**config.mk**
```make
export PLATFORM = sky130hd
export DESIGN_NAME = mscfg_startup_reg
export DESIGN_NICKNAME = d
export VERILOG_FILES = /design/src/design/mscfg_pkg.sv /design/src/design/mscfg_startup_reg.sv
export SDC_FILE = /design/constraint.sdc
export NUM_CORES = 1
export LEC_CHECK = 0
export BUFFER_PORTS_ARGS = -buffer_cell sky130_fd_sc_hd__buf_2
export CORE_MARGIN = 3
export CORE_UTILIZATION = 50
export CTS_CLUSTER_DIAMETER = 120
export DETAILED_ROUTE_END_ITERATION = 16
export PLACE_DENSITY_LB_ADDON = 0.1
export SLEW_MARGIN = 20
export SYNTH_ARGS = -nofsm -noshare
export SYNTH_HDL_FRONTEND = slang
export SYNTH_SLANG_ARGS = --single-unit
```
**constraint.sdc**
```tcl
create_clock -name aclk -period 5.1 [get_ports aclk]
set_clock_uncertainty 0.2 [all_clocks]
set_input_delay 0.255 -clock aclk [delete_from_list [all_inputs] [get_ports aclk]]
set_output_delay 0.255 -clock aclk [all_outputs]
set_load 0.01 [all_outputs]
```
**src/design/mscfg_pkg.sv**
```systemverilog
// package for the startup sequence configuration register block
// assumes an axi4-lite master with 32-bit data and byte addressing
package mscfg_pkg;

    // register map
    localparam logic [7:0] MSCFG_ADDR_STARTUP = 8'h84;
    localparam logic [31:0] MSCFG_RESET_STARTUP = 32'h0000_0000;
    localparam logic [31:0] MSCFG_RESERVED_MASK = 32'h8000_0000;

    // field positions
    localparam int MSCFG_POS_METHOD = 29;
    localparam int MSCFG_POS_RAMP = 25;
    localparam int MSCFG_POS_ALIGN_TIME = 21;
    localparam int MSCFG_POS_CURRENT_CAP = 17;
    localparam int MSCFG_POS_PROBE_RATE = 14;
    localparam int MSCFG_POS_PROBE_THR = 9;
    localparam int MSCFG_POS_RELEASE = 8;
    localparam int MSCFG_POS_LEAD_ANGLE = 6;
    localparam int MSCFG_POS_REPEAT = 4;
    localparam int MSCFG_POS_OL_SOURCE = 3;
    localparam int MSCFG_POS_IQ_RAMP = 2;
    localparam int MSCFG_POS_BRAKE = 1;
    localparam int MSCFG_POS_REVERSE = 0;

    // axi response codes
    localparam logic [1:0] MSCFG_RESP_OKAY = 2'h0;
    localparam logic [1:0] MSCFG_RESP_SLVERR = 2'h2;

    // start-up method codes
    typedef enum logic [1:0] {
        MSCFG_START_ALIGN = 2'h0,
        MSCFG_START_DOUBLE_ALIGN = 2'h1,
        MSCFG_START_POSITION_PROBE = 2'h2,
        MSCFG_START_SLOW_CYCLE = 2'h3
    } mscfg_method_e;

    // decoded fields, as handed to the start-up controller
    typedef struct packed {
        logic reserved_bit;
        mscfg_method_e startup_method_sel;
        logic [3:0] ramp_rate_sel;
        logic [3:0] align_time_sel;
        logic [3:0] startup_current_cap_sel;
        logic [2:0] position_probe_rate_sel;
        logic [4:0] position_probe_threshold;
        logic position_probe_release_sel;
        logic [1:0] position_probe_lead_angle;
        logic [1:0] position_probe_repeat_sel;
        logic openloop_limit_source;
        logic torque_current_rampdown_en;
        logic active_brake_en;
        logic reverse_profile_sel;
    } mscfg_fields_s;

endpackage

```
**src/design/mscfg_startup_reg.sv**
```systemverilog
// startup sequence configuration register with an axi4-lite slave
// assumes one clock, synchronous active-low reset, and a clock enable
//
// The AXI4-Lite slave port was chosen for this implementation.
`timescale 1ns/10ps

module mscfg_startup_reg
    import mscfg_pkg::*;
(
    // clock, reset, enable
    input wire logic aclk,
    input wire logic aresetn,
    input wire logic clk_en,
    // axi4-lite write address and data
    input wire logic [7:0] s_axi_awaddr,
    input wire logic s_axi_awvalid,
    output logic s_axi_awready,
    input wire logic [31:0] s_axi_wdata,
    input wire logic [3:0] s_axi_wstrb,
    input wire logic s_axi_wvalid,
    output logic s_axi_wready,
    // axi4-lite write response
    output logic [1:0] s_axi_bresp,
    output logic s_axi_bvalid,
    input wire logic s_axi_bready,
    // axi4-lite read
    input wire logic [7:0] s_axi_araddr,
    input wire logic s_axi_arvalid,
    output logic s_axi_arready,
    output logic [31:0] s_axi_rdata,
    output logic [1:0] s_axi_rresp,
    output logic s_axi_rvalid,
    input wire logic s_axi_rready,
    // configuration to the start-up controller
    output mscfg_fields_s startup_cfg
);

    ////////////////////////////////////////////////////////////////////////////////
    // helpers

    // word-aligned match; low two address bits are ignored
    function automatic logic hits_reg(input logic [7:0] addr);
        hits_reg = (addr[7:2] == MSCFG_ADDR_STARTUP[7:2]);
    endfunction

    // merge write data under byte strobes
    function automatic logic [31:0] merge_bytes(input logic [31:0] old_val, input logic [31:0] new_val,
                                                input logic [3:0] strb);
        logic [31:0] res;
        res = old_val;
        for (int i = 0; i < 4; i++) begin
            if (strb[i]) begin
                res[i*8 +: 8] = new_val[i*8 +: 8];
            end
        end
        merge_bytes = res;
    endfunction

    ////////////////////////////////////////////////////////////////////////////////
    // write channel state

    logic [31:0] startup_sequence_config;
    logic [31:0] next_startup_sequence_config;
    logic aw_held;
    logic next_aw_held;
    logic [7:0] aw_addr;
    logic [7:0] next_aw_addr;
    logic w_held;
    logic next_w_held;
    logic [31:0] w_data;
    logic [31:0] next_w_data;
    logic [3:0] w_strb;
    logic [3:0] next_w_strb;
    logic bvalid;
    logic next_bvalid;
    logic [1:0] bresp;
    logic [1:0] next_bresp;

    // address and data are held until both are in; no new ones while a response waits
    // handshakes are masked while frozen, so the master never sees a take that did not happen
    assign s_axi_awready = clk_en && !aw_held && !bvalid;
    assign s_axi_wready = clk_en && !w_held && !bvalid;
    assign s_axi_bvalid = clk_en && bvalid;
    assign s_axi_bresp = bresp;

    // next-state for the write path and the register itself
    always_comb begin
        logic have_aw;
        logic have_w;
        logic [7:0] use_addr;
        logic [31:0] use_data;
        logic [3:0] use_strb;
        have_aw = aw_held || (s_axi_awvalid && s_axi_awready);
        have_w = w_held || (s_axi_wvalid && s_axi_wready);
        use_addr = aw_held ? aw_addr : s_axi_awaddr;
        use_data = w_held ? w_data : s_axi_wdata;
        use_strb = w_held ? w_strb : s_axi_wstrb;
        next_startup_sequence_config = startup_sequence_config;
        next_aw_held = aw_held;
        next_aw_addr = aw_addr;
        next_w_held = w_held;
        next_w_data = w_data;
        next_w_strb = w_strb;
        next_bvalid = bvalid;
        next_bresp = bresp;
        if (bvalid && s_axi_bready) begin
            next_bvalid = 1'b0;
        end
        if (s_axi_awvalid && s_axi_awready) begin
            next_aw_held = 1'b1;
            next_aw_addr = s_axi_awaddr;
        end
        if (s_axi_wvalid && s_axi_wready) begin
            next_w_held = 1'b1;
            next_w_data = s_axi_wdata;
            next_w_strb = s_axi_wstrb;
        end
        if (have_aw && have_w && !bvalid) begin
            next_aw_held = 1'b0;
            next_w_held = 1'b0;
            next_bvalid = 1'b1;
            if (hits_reg(use_addr)) begin
                // reserved bit 31 stores as well, so reads give back what was written
                next_startup_sequence_config = merge_bytes(startup_sequence_config, use_data, use_strb);
                next_bresp = MSCFG_RESP_OKAY;
            end else begin
                next_bresp = MSCFG_RESP_SLVERR; // unmapped, write dropped
            end
        end
    end

    // write path registers
    always_ff @(posedge aclk) begin
        if (!aresetn) begin
            startup_sequence_config <= MSCFG_RESET_STARTUP;
            aw_held <= 1'b0;
            aw_addr <= 8'h00;
            w_held <= 1'b0;
            w_data <= 32'h0000_0000;
            w_strb <= 4'h0;
            bvalid <= 1'b0;
            bresp <= MSCFG_RESP_OKAY;
        end else if (clk_en) begin
            startup_sequence_config <= next_startup_sequence_config;
            aw_held <= next_aw_held;
            aw_addr <= next_aw_addr;
            w_held <= next_w_held;
            w_data <= next_w_data;
            w_strb <= next_w_strb;
            bvalid <= next_bvalid;
            bresp <= next_bresp;
        end
    end

    ////////////////////////////////////////////////////////////////////////////////
    // read channel state

    logic rvalid;
    logic next_rvalid;
    logic [31:0] rdata;
    logic [31:0] next_rdata;
    logic [1:0] rresp;
    logic [1:0] next_rresp;

    // one read in flight; arready drops while the answer waits
    assign s_axi_arready = clk_en && !rvalid;
    assign s_axi_rvalid = clk_en && rvalid; // hidden while frozen, else one answer could be taken twice
    assign s_axi_rdata = rdata;
    assign s_axi_rresp = rresp;

    // read next-state; reading touches nothing but the read channel
    always_comb begin
        next_rvalid = rvalid;
        next_rdata = rdata;
        next_rresp = rresp;
        if (rvalid && s_axi_rready) begin
            next_rvalid = 1'b0;
        end
        if (s_axi_arvalid && s_axi_arready) begin
            next_rvalid = 1'b1;
            if (hits_reg(s_axi_araddr)) begin
                next_rdata = startup_sequence_config;
                next_rresp = MSCFG_RESP_OKAY;
            end else begin
                next_rdata = 32'h0000_0000;
                next_rresp = MSCFG_RESP_SLVERR;
            end
        end
    end

    // read path registers
    always_ff @(posedge aclk) begin
        if (!aresetn) begin
            rvalid <= 1'b0;
            rdata <= 32'h0000_0000;
            rresp <= MSCFG_RESP_OKAY;
        end else if (clk_en) begin
            rvalid <= next_rvalid;
            rdata <= next_rdata;
            rresp <= next_rresp;
        end
    end

    ////////////////////////////////////////////////////////////////////////////////
    // field decode toward the start-up controller

    // plain slices; reserved codes pass through untouched, the consumer must guard them
    always_comb begin
        startup_cfg.reserved_bit = startup_sequence_config[31];
        startup_cfg.startup_method_sel = mscfg_method_e'(startup_sequence_config[MSCFG_POS_METHOD +: 2]);
        startup_cfg.ramp_rate_sel = startup_sequence_config[MSCFG_POS_RAMP +: 4];
        startup_cfg.align_time_sel = startup_sequence_config[MSCFG_POS_ALIGN_TIME +: 4];
        startup_cfg.startup_current_cap_sel = startup_sequence_config[MSCFG_POS_CURRENT_CAP +: 4];
        startup_cfg.position_probe_rate_sel = startup_sequence_config[MSCFG_POS_PROBE_RATE +: 3];
        startup_cfg.position_probe_threshold = startup_sequence_config[MSCFG_POS_PROBE_THR +: 5];
        startup_cfg.position_probe_release_sel = startup_sequence_config[MSCFG_POS_RELEASE];
        startup_cfg.position_probe_lead_angle = startup_sequence_config[MSCFG_POS_LEAD_ANGLE +: 2];
        startup_cfg.position_probe_repeat_sel = startup_sequence_config[MSCFG_POS_REPEAT +: 2];
        startup_cfg.openloop_limit_source = startup_sequence_config[MSCFG_POS_OL_SOURCE];
        startup_cfg.torque_current_rampdown_en = startup_sequence_config[MSCFG_POS_IQ_RAMP];
        startup_cfg.active_brake_en = startup_sequence_config[MSCFG_POS_BRAKE];
        startup_cfg.reverse_profile_sel = startup_sequence_config[MSCFG_POS_REVERSE];
    end

endmodule

```
# --- Yosys cells after proc, flatten, opt, wreduce, memory -nomap -nowiden ---
# Index checks and enable logic that the tools add are counted.
op_classes:
  add_sub_neg: 0
  n_mul: 0
  div_mod_pow: 0
  order_cmp: 0
  n_eq_ne: 2
  shifts: 0
  muxes: 14
  bitwise: 0
  n_reduce_logical: 36
ops:
  columns: ["op", "n"]
  rows:
  - ["two-way mux 32 bit", 2]
  - ["AND reduction 2 bit", 8]
  - ["AND reduction 4 bit", 4]
  - ["logical AND 1 bit", 14]
  - ["equality test 6 bit (second input constant)", 2]
  - ["two-way mux 1 bit", 8]
  - ["two-way mux 8 bit", 1]
  - ["nonzero test 2 bit", 4]
  - ["zero test 1 bit", 4]
  - ["two-way mux 2 bit", 2]
  - ["two-way mux 4 bit", 1]
  - ["logical OR 1 bit", 2]
word_totals:
  ff_bits: 116
  latchBits: 0
  ram_bits: 0
  mem_bits_ro: 0
  in_bits: 60
  output_inout_bits: 73
  wordCells: 66
  memories: 0

# --- Logic depth before layout (Yosys ltp) ---
# Gate-level depths: netlist (run 1).
depth:
  depth_word: 9
  mapped_depth: 7

# --- Worst setup path before layout (run 1) ---
# OpenSTA, ideal clock, no wires.
synth_timing:
  path_kind: "flip-flop to flip-flop"
  from: "register aw_addr[3]"
  to: "register startup_sequence_config[10], in the netlist startup_cfg[10]"
  setup_time_ns: 0.132
  arrival_ns: 1.493
  required_time_ns: 4.768
  setup_slack_ns: 3.275
  path_stages_with_launch: 5
  path_buffers: 0
  synth_period_minus_slack_ns: 1.825
  path_cell_list: "dfxtp_1 -> or3b_4 -> nor4_4 -> o211ai_4 -> mux2i_1"
synth_between:
  elab_chain_len: 3
synth_lines:
  columns: ["item", "line_no", "rtl"]
  rows:
  - ["start: declaration", "mscfg_startup_reg.sv:66", "logic [7:0] aw_addr;"]
  - ["start signal: assignment", "mscfg_startup_reg.sv:146", "aw_addr <= next_aw_addr;"]
  - ["two-way mux 8 bit", "mscfg_startup_reg.sv:95", "use_addr = aw_held ? aw_addr : s_axi_awaddr;"]
  - ["equality test 6 bit", "mscfg_startup_reg.sv:43", "hits_reg = (addr[7:2] == MSCFG_ADDR_STARTUP[7:2]);"]
  - ["AND reduction 4 bit (no source line)", null, null]
  - ["end signal: assignment", "mscfg_startup_reg.sv:144", "startup_sequence_config <= next_startup_sequence_config;"]
  - ["end: declaration", "mscfg_startup_reg.sv:62", "logic [31:0] startup_sequence_config;"]
# Every way passes these cells.
# A chain may end at the register's enable or synchronous reset.

# --- Final worst setup path (run 1) ---
layout_timing:
  from: "input port s_axi_awaddr[5]"
  to: "register startup_sequence_config[2], in the netlist startup_cfg[2]"
layout_between:
  elab_chain_len: 3
layout_lines:
  columns: ["item", "line_no", "rtl"]
  rows:
  - ["start: declaration", "mscfg_startup_reg.sv:15", "input wire logic [7:0] s_axi_awaddr,"]
  - ["two-way mux 8 bit", "mscfg_startup_reg.sv:95", null]
  - ["equality test 6 bit", "mscfg_startup_reg.sv:43", null]
  - ["AND reduction 4 bit (no source line)", null, null]
# Every way passes these cells.

==> results of run 1 <==
logic make-up (layout without fill, tap and decap cells):
| kind of cell | count (synthesis) | in the layout |
|---|---|---|
| buffers and inverters | 45 | 196 |
| other | 1 | 2 |
| AND/OR/NAND/NOR | 240 | 240 |
| multiplexers | 42 | 42 |
| flip-flops | 112 | 112 |
| AO/OA/AOI/OAI | 110 | 110 |
final cells by class:
type / instances / share of cell area [%]
Sequential cell: 112 / 37.6
Timing Repair Buffer: 178 / 19.0
Multi-Input combinational cell: 394 / 37.7
Inverter: 2 / 0.126
Clock buffer: 12 / 2.60
Clock inverter: 4 / 0.629
Tap cell: 108 / 2.27
how the worst max path moves through the flow:
| stage | from | to | slack (ps) | cells after the start |
|---|---|---|---|---|
| floorplan | aw_addr[3] | startup_cfg[10] | 3280 | 4 |
| global placement | aresetn | w_held | 2860 | 5 |
| detailed placement | aresetn | s_axi_rresp[1] | 2800 | 5 |
| CTS | w_held | w_data[13] | 2980 | 6 |
| global route | w_held | w_data[21] | 2740 | 6 |
| finish | s_axi_awaddr[5] | startup_cfg[2] | 2990 | 6 |
cells in the mapped netlist:
master | count | area (sq um)
conb_1 | 1 | 3.75
or2_2 | 1 | 6.26
nor3_4 | 1 | 16.3
clkbuf_1 | 33 | 124
buf_1 | 1 | 3.75
inv_1 | 1 | 3.75
mux2_2 | 4 | 45.0
buf_4 | 2 | 15.0
nor3_1 | 3 | 15.0
a211oi_1 | 1 | 7.51
or3b_4 | 1 | 11.3
nor2b_1 | 1 | 6.26
nor4_4 | 1 | 21.3
nand3_1 | 32 | 160
nand4bb_1 | 1 | 11.3
and2_1 | 4 | 25.0
o21ai_0 | 1 | 5.00
nor3b_2 | 1 | 12.5
dfxtp_1 | 112 | 2240
nor2_1 | 14 | 52.6
or3_1 | 1 | 6.26
o211ai_1 | 32 | 240
and3_1 | 1 | 6.26
nor4b_1 | 1 | 8.76
nand2_1 | 143 | 537
nand2b_1 | 33 | 206
nor3b_1 | 1 | 7.51
clkinv_1 | 1 | 3.75
buf_2 | 7 | 35.0
o21a_1 | 1 | 7.51
mux2i_1 | 38 | 380
o211ai_4 | 4 | 85.1
a21oi_1 | 71 | 355
per-stage QoR:
step	setup slack [ps]	std cells	power (mW)	hold slack (ps)	utilization [%]
finish	2990	810	1.61	99.1	67.1
detailed placement	2800	749	1.09	241	59.8
global route	2740	810	1.69	88.4	67.1
floorplan	3280	551	1.04	191	-
CTS	2980	810	1.62	72.1	67.1
global placement	2860	749	1.09	235	59.8
state kept, by name, indices dropped and copies added (netlist names):
register / cells
startup_cfg: 32
s_axi_bresp: 1
w_data: 32
bvalid: 1
s_axi_rresp: 1
aw_held: 1
w_strb: 4
s_axi_rdata: 32
aw_addr: 6
w_held: 1
rvalid: 1
layout by cell type, fill, tap and decap left out, drive strengths merged, types with 2 or more instances in the layout:
| cell type | count |
|---|---|
| o211ai | 36 |
| nor3b | 2 |
| and2 | 4 |
| nor2 | 14 |
| buf | 133 |
| nand3 | 32 |
| dfxtp | 112 |
| clkinv | 3 |
| dlygate4sd3 | 45 |
| nand2 | 143 |
| nor3 | 4 |
| a21oi | 71 |
| nand2b | 33 |
| mux2 | 4 |
| mux2i | 38 |
| inv | 3 |
| clkbuf | 12 |
| conb | 2 |
worst max-delay path, stage by stage:
cell and delay, ps:
dlygate4sd3_1 530, buf_2 130, nor4b_1 290, and3_1 500, o211ai_4 260, mux2i_1 180
power groups by stage:
stage | registers, mW | logic, mW | clock network (mW)
floorplan | 0.923 | 0.115 | 0
global placement | 0.924 | 0.162 | 0
detailed placement | 0.925 | 0.166 | 0
CTS | 0.905 | 0.193 | 0.527
global route | 0.908 | 0.215 | 0.564
finish | 0.905 | 0.193 | 0.514
per-layer routing:
layer  share of wire (%)  GRT usage (%)
met1                  45           31.8
met2                  47           35.8
met4                 1.0           6.56
met5                   0              0
met3                 6.6           4.67
==> impl_metrics.csv, run 1 <==
group,metric,value,unit
place,post_dp_cell_area,0.00532,sq mm
timing,finalHoldViolations,0,
power,power_switching,421,uW
place,dp_hpwl,7780,microns
power,p_seq_share,56.1,%
grt,grt-ovfl-total,0,
timing,setup_violations,0,
timing,slew_viol_final,0,
power,p_leak,2.57,nW
floorplanning,io-pin-count,133,
timing,fmax,473,MHz
logic_synthesis,synth_top_family_by_area,"simple AND/OR/NAND/NOR gates",
clock_network,cts_setup_buffers,0,
power,power_density,270,mW/mm^2
power,swShare,26.1,%
power,pwr-share-comb,12.0,%
power,power.internal,1.19,mW
worst_setup_path,r2r-start,"w_held",
logic_synthesis,synth_cell_type_count,33,
clock_network,cts-root-buf,"clkbuf_8",
clock_network,clock_latency,370,ps
route,wl_per_cell,14.7,microns
timing,finalSetupTns,0,ps
min_path,hold_start,"clk_en",
logic_synthesis,synthMuxAreaShare,9.12,%
timing,worst_pin_slew,698,ps
grt,grt_max_degree,71,
clock_network,cts.path.max_buffers,2,
power,clock_power_share,31.9,%
logic_synthesis,synth-simple-area-share,23.8,%
worst_setup_path,end_kind,"flop",
final_layout,fin_nets,757,
route,ant_nets,0,
logic_synthesis,synth-compound-area-share,15.0,%
route,vias,4247,
place,io_buffer_count,126,
floorplanning,row_count,34,
route,drt_pass1_iterations,5,
grt,gr-usage-all-layers,22.8,%
clock_network,cts_resized,0,
route,vias_per_cell,5.24,
worst_setup_path,reg2reg_to,"w_data[13]",
final_layout,fin_area,0.00596,sq mm
grt,grt_pass1_wl,19000,microns
power,peakVddDrop,127,uV
logic_synthesis,synth_xor_area_share,0,%
floorplanning,start_util,52.5,%
worst_setup_path,reg2reg_slack,3000,ps
clock_network,cts_tree,"done",
logic_synthesis,post_synth.cell_area_avg,8.49,sq um
logic_synthesis,seq_area_frac_synth,48.0,%
route,drt_wl_total,11900,microns
final_layout,seq_area,0.00224,sq mm
final_layout,syn_to_final_growth,27.8,%
run_status,status,"finished clean",
worst_setup_path,critPathArrivalTime,2150,ps
clock_network,htreeDepth,3,
grt,antenna_found_initial,0,
timing,rsz0062_at_grt,"no",
place,gp_congestion,0.778,
logic_synthesis,syn_area,0.00467,sq mm
job,maxCapViolations,0,
timing,post-route-period-util,41.4,%
grt,grt_pass1_vias,3882,
timing,period_needed,2110,ps
logic_synthesis,synthAdderAreaFrac,0,%
min_path,hold_path_depth,4,
final_layout,multi_input_area,0.00225,sq mm
clock_network,clk_pin_slew,110,ps
clock_network,hold_buffers,45,
worst_setup_path,reg2reg_depth,6,
floorplanning,die_y,103,microns
floorplanning,core_area,0.00889,sq mm
logic_synthesis,synth-seq-cells,112,
route,drcViolationCount,0,
route,drtIter0Drc,267,
clock_network,cts_num_sinks,112,
logic_synthesis,syn_inst,550,
min_path,worstHoldEndpoint,"bvalid",
final_layout,drive_above_1_share,23.5,%
min_path,hp-class,"primary input to flop",
worst_setup_path,crit_required,5140,ps
final_layout,fillCellCount,754,
timing,relSlewSlack,53.4,%
worst_setup_path,path_max_fanout,8,
floorplanning,die_area,0.0105,sq mm
clock_network,numCtsBuffers,9,
final_layout,diodes,0,
floorplanning,fp.dieW,103,microns
worst_setup_path,cp-start-kind,"primary input",
worst_setup_path,crit_type,"primary input to flop",
logic_synthesis,ys_warn_count,0,
(Power assumes the default switching activity.)
==> inputs of run 2 (changes only) <==
==> constraint.sdc (replaced) <==
create_clock -name aclk -period 2.04 [get_ports aclk]
set_clock_uncertainty 0.2 [all_clocks]
set_input_delay 0.102 -clock aclk [delete_from_list [all_inputs] [get_ports aclk]]
set_output_delay 0.102 -clock aclk [all_outputs]
set_load 0.01 [all_outputs]
==> impl_metrics.csv, run 2 (synthesis results as in run 1) <==
group,metric,value,unit
clock_network,htreeDepth,3,
clock_network,cts.path.max_buffers,2,
timing,finalHoldViolations,0,
worst_setup_path,crit_required,2080,ps
grt,grt_pass1_wl,18400,microns
timing,setup_violations,0,
power,power_density,679,mW/mm^2
clock_network,clk_pin_slew,110,ps
clock_network,clock_latency,370,ps
final_layout,drive_above_1_share,23.9,%
floorplanning,die_area,0.0105,sq mm
worst_setup_path,crit_type,"primary input to flop",
grt,gr-usage-all-layers,22.3,%
timing,finalSetupTns,0,ps
clock_network,cts_num_sinks,112,
place,gp_congestion,0.760,
timing,slew_viol_final,0,
grt,grt-ovfl-total,0,
final_layout,diodes,0,
clock_network,cts_tree,"done",
timing,period_needed,1900,ps
route,ant_nets,0,
route,wl_per_cell,14.3,microns
timing,worst_pin_slew,608,ps
floorplanning,core_area,0.00889,sq mm
clock_network,cts_setup_buffers,0,
grt,grt_pass1_vias,3806,
grt,antenna_found_initial,0,
power,peakVddDrop,473,uV
worst_setup_path,path_max_fanout,8,
power,p_leak,2.63,nW
clock_network,cts_resized,0,
floorplanning,start_util,52.5,%
floorplanning,die_y,103,microns
route,drcViolationCount,0,
min_path,hp-class,"primary input to flop",
worst_setup_path,end_kind,"flop",
route,drt_pass1_iterations,4,
job,maxCapViolations,0,
route,vias,4224,
grt,grt_max_degree,65,
timing,rsz0062_at_grt,"no",
final_layout,final_common_cell,"nand2_1",
timing,post-route-period-util,92.9,%
final_layout,fillCellCount,736,
route,drtIter0Drc,220,
clock_network,cts-root-buf,"clkbuf_8",
worst_setup_path,critPathArrivalTime,1940,ps
timing,relSlewSlack,59.5,%
run_status,status,"finished clean",
floorplanning,fp.dieW,103,microns
route,vias_per_cell,5.16,
final_layout,final_util,68.5,%
place,io_buffer_count,126,
clock_network,numCtsBuffers,9,
floorplanning,row_count,34,
route,drt_wl_total,11700,microns
worst_setup_path,cp-start-kind,"primary input",
timing,fmax,528,MHz
final_layout,layout_common_cells,"143 x nand2_1, 126 x buf_2, 111 x dfxtp_1",
final_layout,fin_nets,766,
floorplanning,io-pin-count,133,
place,dp_hpwl,7790,microns
place,place_inst,754,
power,p_total,4.14,mW
final_layout,syn_to_final_growth,30.5,%
final_layout,fin_cells,819,
run 2: area by class of cell:
class	count	area (sq um)	share of cell area, %
clock buffer	11	141	2.32
clock inverter	5	63.8	1.05
inverter	2	7.51	0.123
multi-input combinational	394	2250	37.0
sequential	112	2240	36.8
tap	108	135	2.22
timing repair buffer	187	1250	20.5
run 2: worst max-delay path: stages:
cell and delay [ps]:
dlygate4sd3_1 530, buf_2 130, nor4b_1 270, and3_1 470
o211ai_4 240, mux2i_1 180
run 2: report_power, final:
group | total, mW | internal, mW | switching, mW
clock | 1.37 | 0.612 | 0.755
sequential | 2.27 | 2.24 | 0.0287
combinational | 0.504 | 0.235 | 0.270
run 2: path summary, 6_finish.rpt:
path,start,endpoint,slack (ps),depth (start not counted)
worst max register to register,bvalid,startup_cfg[14],180,4
worst min-delay path,s_axi_araddr[4],s_axi_rdata[23],100,5
worst min register to register,s_axi_rdata[1],s_axi_rdata[1],250,2
worst max-delay path,s_axi_awaddr[5],startup_cfg[14],140,6
run 2: what timing repair did:
action | 4_1_cts | 5_1_grt
hold buffers | 49 | 0
endpoints found under the setup margin | 0 | 0
hold endpoints to repair | 78 | 0
run 2: stage by stage:
step	hold WS [ps]	cell area [sq um]	setup slack (ps)
global placement	152	5400	233
global route	108	6090	16.0
finish	99.4	6090	145
CTS	86.2	6090	147
detailed placement	161	5400	176
floorplan	38.0	4670	215
run 2: layer usage:
layer,GRT usage [%],share of wire (%),up-vias
li1,-,-,2170
met1,32.0,46,1929
met2,34.6,47,116
met3,3.25,6.1,9
met4,7.47,0.77,0
met5,0,0,-
==> inputs of run 3 (changes only) <==
--- a/config.mk
+++ b/config.mk
@@ -6,12 +6,12 @@
 export NUM_CORES = 1
 export LEC_CHECK = 0
 export BUFFER_PORTS_ARGS = -buffer_cell sky130_fd_sc_hd__buf_2
-export CORE_MARGIN = 3
+export CORE_MARGIN = 10
 export CORE_UTILIZATION = 50
 export CTS_CLUSTER_DIAMETER = 120
 export DETAILED_ROUTE_END_ITERATION = 16
 export PLACE_DENSITY_LB_ADDON = 0.1
-export SLEW_MARGIN = 20
+export SETUP_SLACK_MARGIN = 0.2
 export SYNTH_ARGS = -nofsm -noshare
 export SYNTH_HDL_FRONTEND = slang
 export SYNTH_SLANG_ARGS = --single-unit
==> impl_metrics.csv, run 3 (synthesis results as in run 1) <==
group,metric,value,unit
run_status,status,"finished clean",
power,power_density,682,mW/mm^2
timing,fmax,573,MHz
final_layout,fin_nets,769,
grt,gr-usage-all-layers,18.4,%
place,io_buffer_count,126,
route,drtIter0Drc,329,
timing,finalSetupTns,0,ps
timing,rsz0062_at_grt,"no",
final_layout,drive_above_1_share,24.4,%
floorplanning,io-pin-count,133,
clock_network,numCtsBuffers,9,
grt,antenna_found_initial,0,
clock_network,htreeDepth,3,
clock_network,cts-root-buf,"clkbuf_8",
grt,grt_pass1_vias,3978,
route,vias,4247,
job,maxCapViolations,0,
timing,setup_violations,0,
power,clock_power_share,33.6,%
worst_setup_path,end_kind,"flop",
power,peakVddDrop,401,uV
worst_setup_path,crit_required,2080,ps
clock_network,cts.path.max_buffers,2,
route,drt_wl_total,12600,microns
floorplanning,die_y,117,microns
timing,period_needed,1750,ps
final_layout,fin_area,0.00613,sq mm
worst_setup_path,worst-path-buf-inv,2,
power,p_leak,2.64,nW
clock_network,clock_latency,360,ps
worst_setup_path,path_max_fanout,8,
timing,relSlewSlack,59.9,%
final_layout,diodes,0,
route,ant_nets,0,
final_layout,seq_area,0.00224,sq mm
power,power_switching,1.03,mW
floorplanning,row_count,35,
final_layout,fillCellCount,796,
place,gp_congestion,0.754,
power,swShare,24.5,%
timing,worst_pin_slew,602,ps
grt,grt_max_degree,47,
timing,finalHoldViolations,0,
worst_setup_path,crit_type,"primary input to flop",
grt,grt-ovfl-total,0,
final_layout,multi_input_area,0.00226,sq mm
final_layout,fin_cells,823,
power,pwr-share-comb,12.2,%
final_layout,layout_common_cells,"143 x nand2_1, 126 x buf_2, 111 x dfxtp_1",
worst_setup_path,path_cells,"dlygate4sd3_1, buf_2, nor4b_1, and3_4, o211ai_4, mux2i_1",
route,wl_per_cell,15.4,microns
final_layout,syn_to_final_growth,31.3,%
power,p_seq_share,54.2,%
timing,post-route-period-util,85.6,%
timing,slew_viol_final,0,
place,post_dp_cell_area,0.00540,sq mm
grt,grt_pass1_wl,20200,microns
place,place_inst,759,
route,drcViolationCount,0,
floorplanning,core_area,0.00915,sq mm
worst_setup_path,cpPeakStageDelay,550,ps
clock_network,cts_num_sinks,112,
floorplanning,start_util,51.0,%
place,dp_hpwl,8800,microns
floorplanning,die_area,0.0136,sq mm
worst_setup_path,critical-path-top-delay-family,"buffers and inverters",
route,vias_per_cell,5.16,
power,power.internal,3.16,mW
worst_setup_path,crit_slowest_cell,"dlygate4sd3_1",
final_layout,final_common_cell,"nand2_1",
clock_network,clk_pin_slew,100,ps
floorplanning,fp.dieW,117,microns
clock_network,cts_tree,"done",
route,drt_pass1_iterations,4,
worst_setup_path,cp-start-kind,"primary input",
worst_setup_path,critPathArrivalTime,1780,ps
min_path,hp-class,"primary input to flop",
-- run 3: cell count changes in the layout (fill, tap and decap cells not counted), sizes merged --
cell | before | now
buf | 138 | 141
clkinv | 2 | 1
clkbuf | 11 | 9
bufinv | 1 | 2
-- run 3: area by class of cell --
type	instances	share of cell area (%)
inverter	2	0.122
clock buffer	9	2.02
tap	111	2.27
timing repair buffer	190	20.8
multi-input combinational	394	36.9
clock inverter	5	1.33
sequential	112	36.6
-- run 3: timing repair --
item | in CTS | in global routing
buffers inserted | 0 | 1
pin swaps | 1 | 1
setup endpoints to repair | 32 | 33
resized for setup | 1 | 3
hold buffers | 49 | 0
endpoints found under the hold margin | 84 | 0
-- run 3: path summary, 6_finish.rpt --
kind	startpoint	to	slack (ps)	depth (start not counted)
worst max-delay path	s_axi_awaddr[6]	startup_cfg[27]	290	6
worst min register to register	s_axi_rdata[24]	s_axi_rdata[24]	250	2
worst min-delay path	s_axi_araddr[5]	s_axi_rdata[22]	110	5
worst max register to register	aw_addr[3]	startup_cfg[27]	310	5
-- run 3: power by group through the flow --
stage               logic [mW]  clock network, mW  registers [mW]
finish                   0.512               1.41            2.27
floorplan                0.288                  0            2.31
global placement         0.423                  0            2.31
global route             0.571               1.53            2.27
CTS                      0.505               1.44            2.27
detailed placement       0.433                  0            2.32
-- run 3: stage by stage --
step	total power, mW	utilization [%]	worst slack [ps]	hold slack [ps]
floorplan	2.60	-	215	38.0
global route	4.37	67.0	222	129
global placement	2.74	59.0	233	155
detailed placement	2.75	59.0	158	161
finish	4.18	67.0	295	111
CTS	4.21	66.6	227	100
-- run 3: worst register-to-register path: cells and delay by family, from the launching register on --
kind	cells	cell delay (ps)
compound gates	1	180
simple gates	2	560
buf+inv	1	180
mux	1	170
flops	1	330
-- run 3: per-layer routing --
layer / part of all wire, % / wire length (microns) / up-vias / track usage [%]
met5: 0 / 0 / - / 0
met4: 0.83 / 105 / 0 / 4.70
met3: 6.9 / 869 / 8 / 3.75
met2: 48 / 6010 / 109 / 29.1
met1: 45 / 5660 / 1956 / 25.0
li1: - / - / 2174 / -
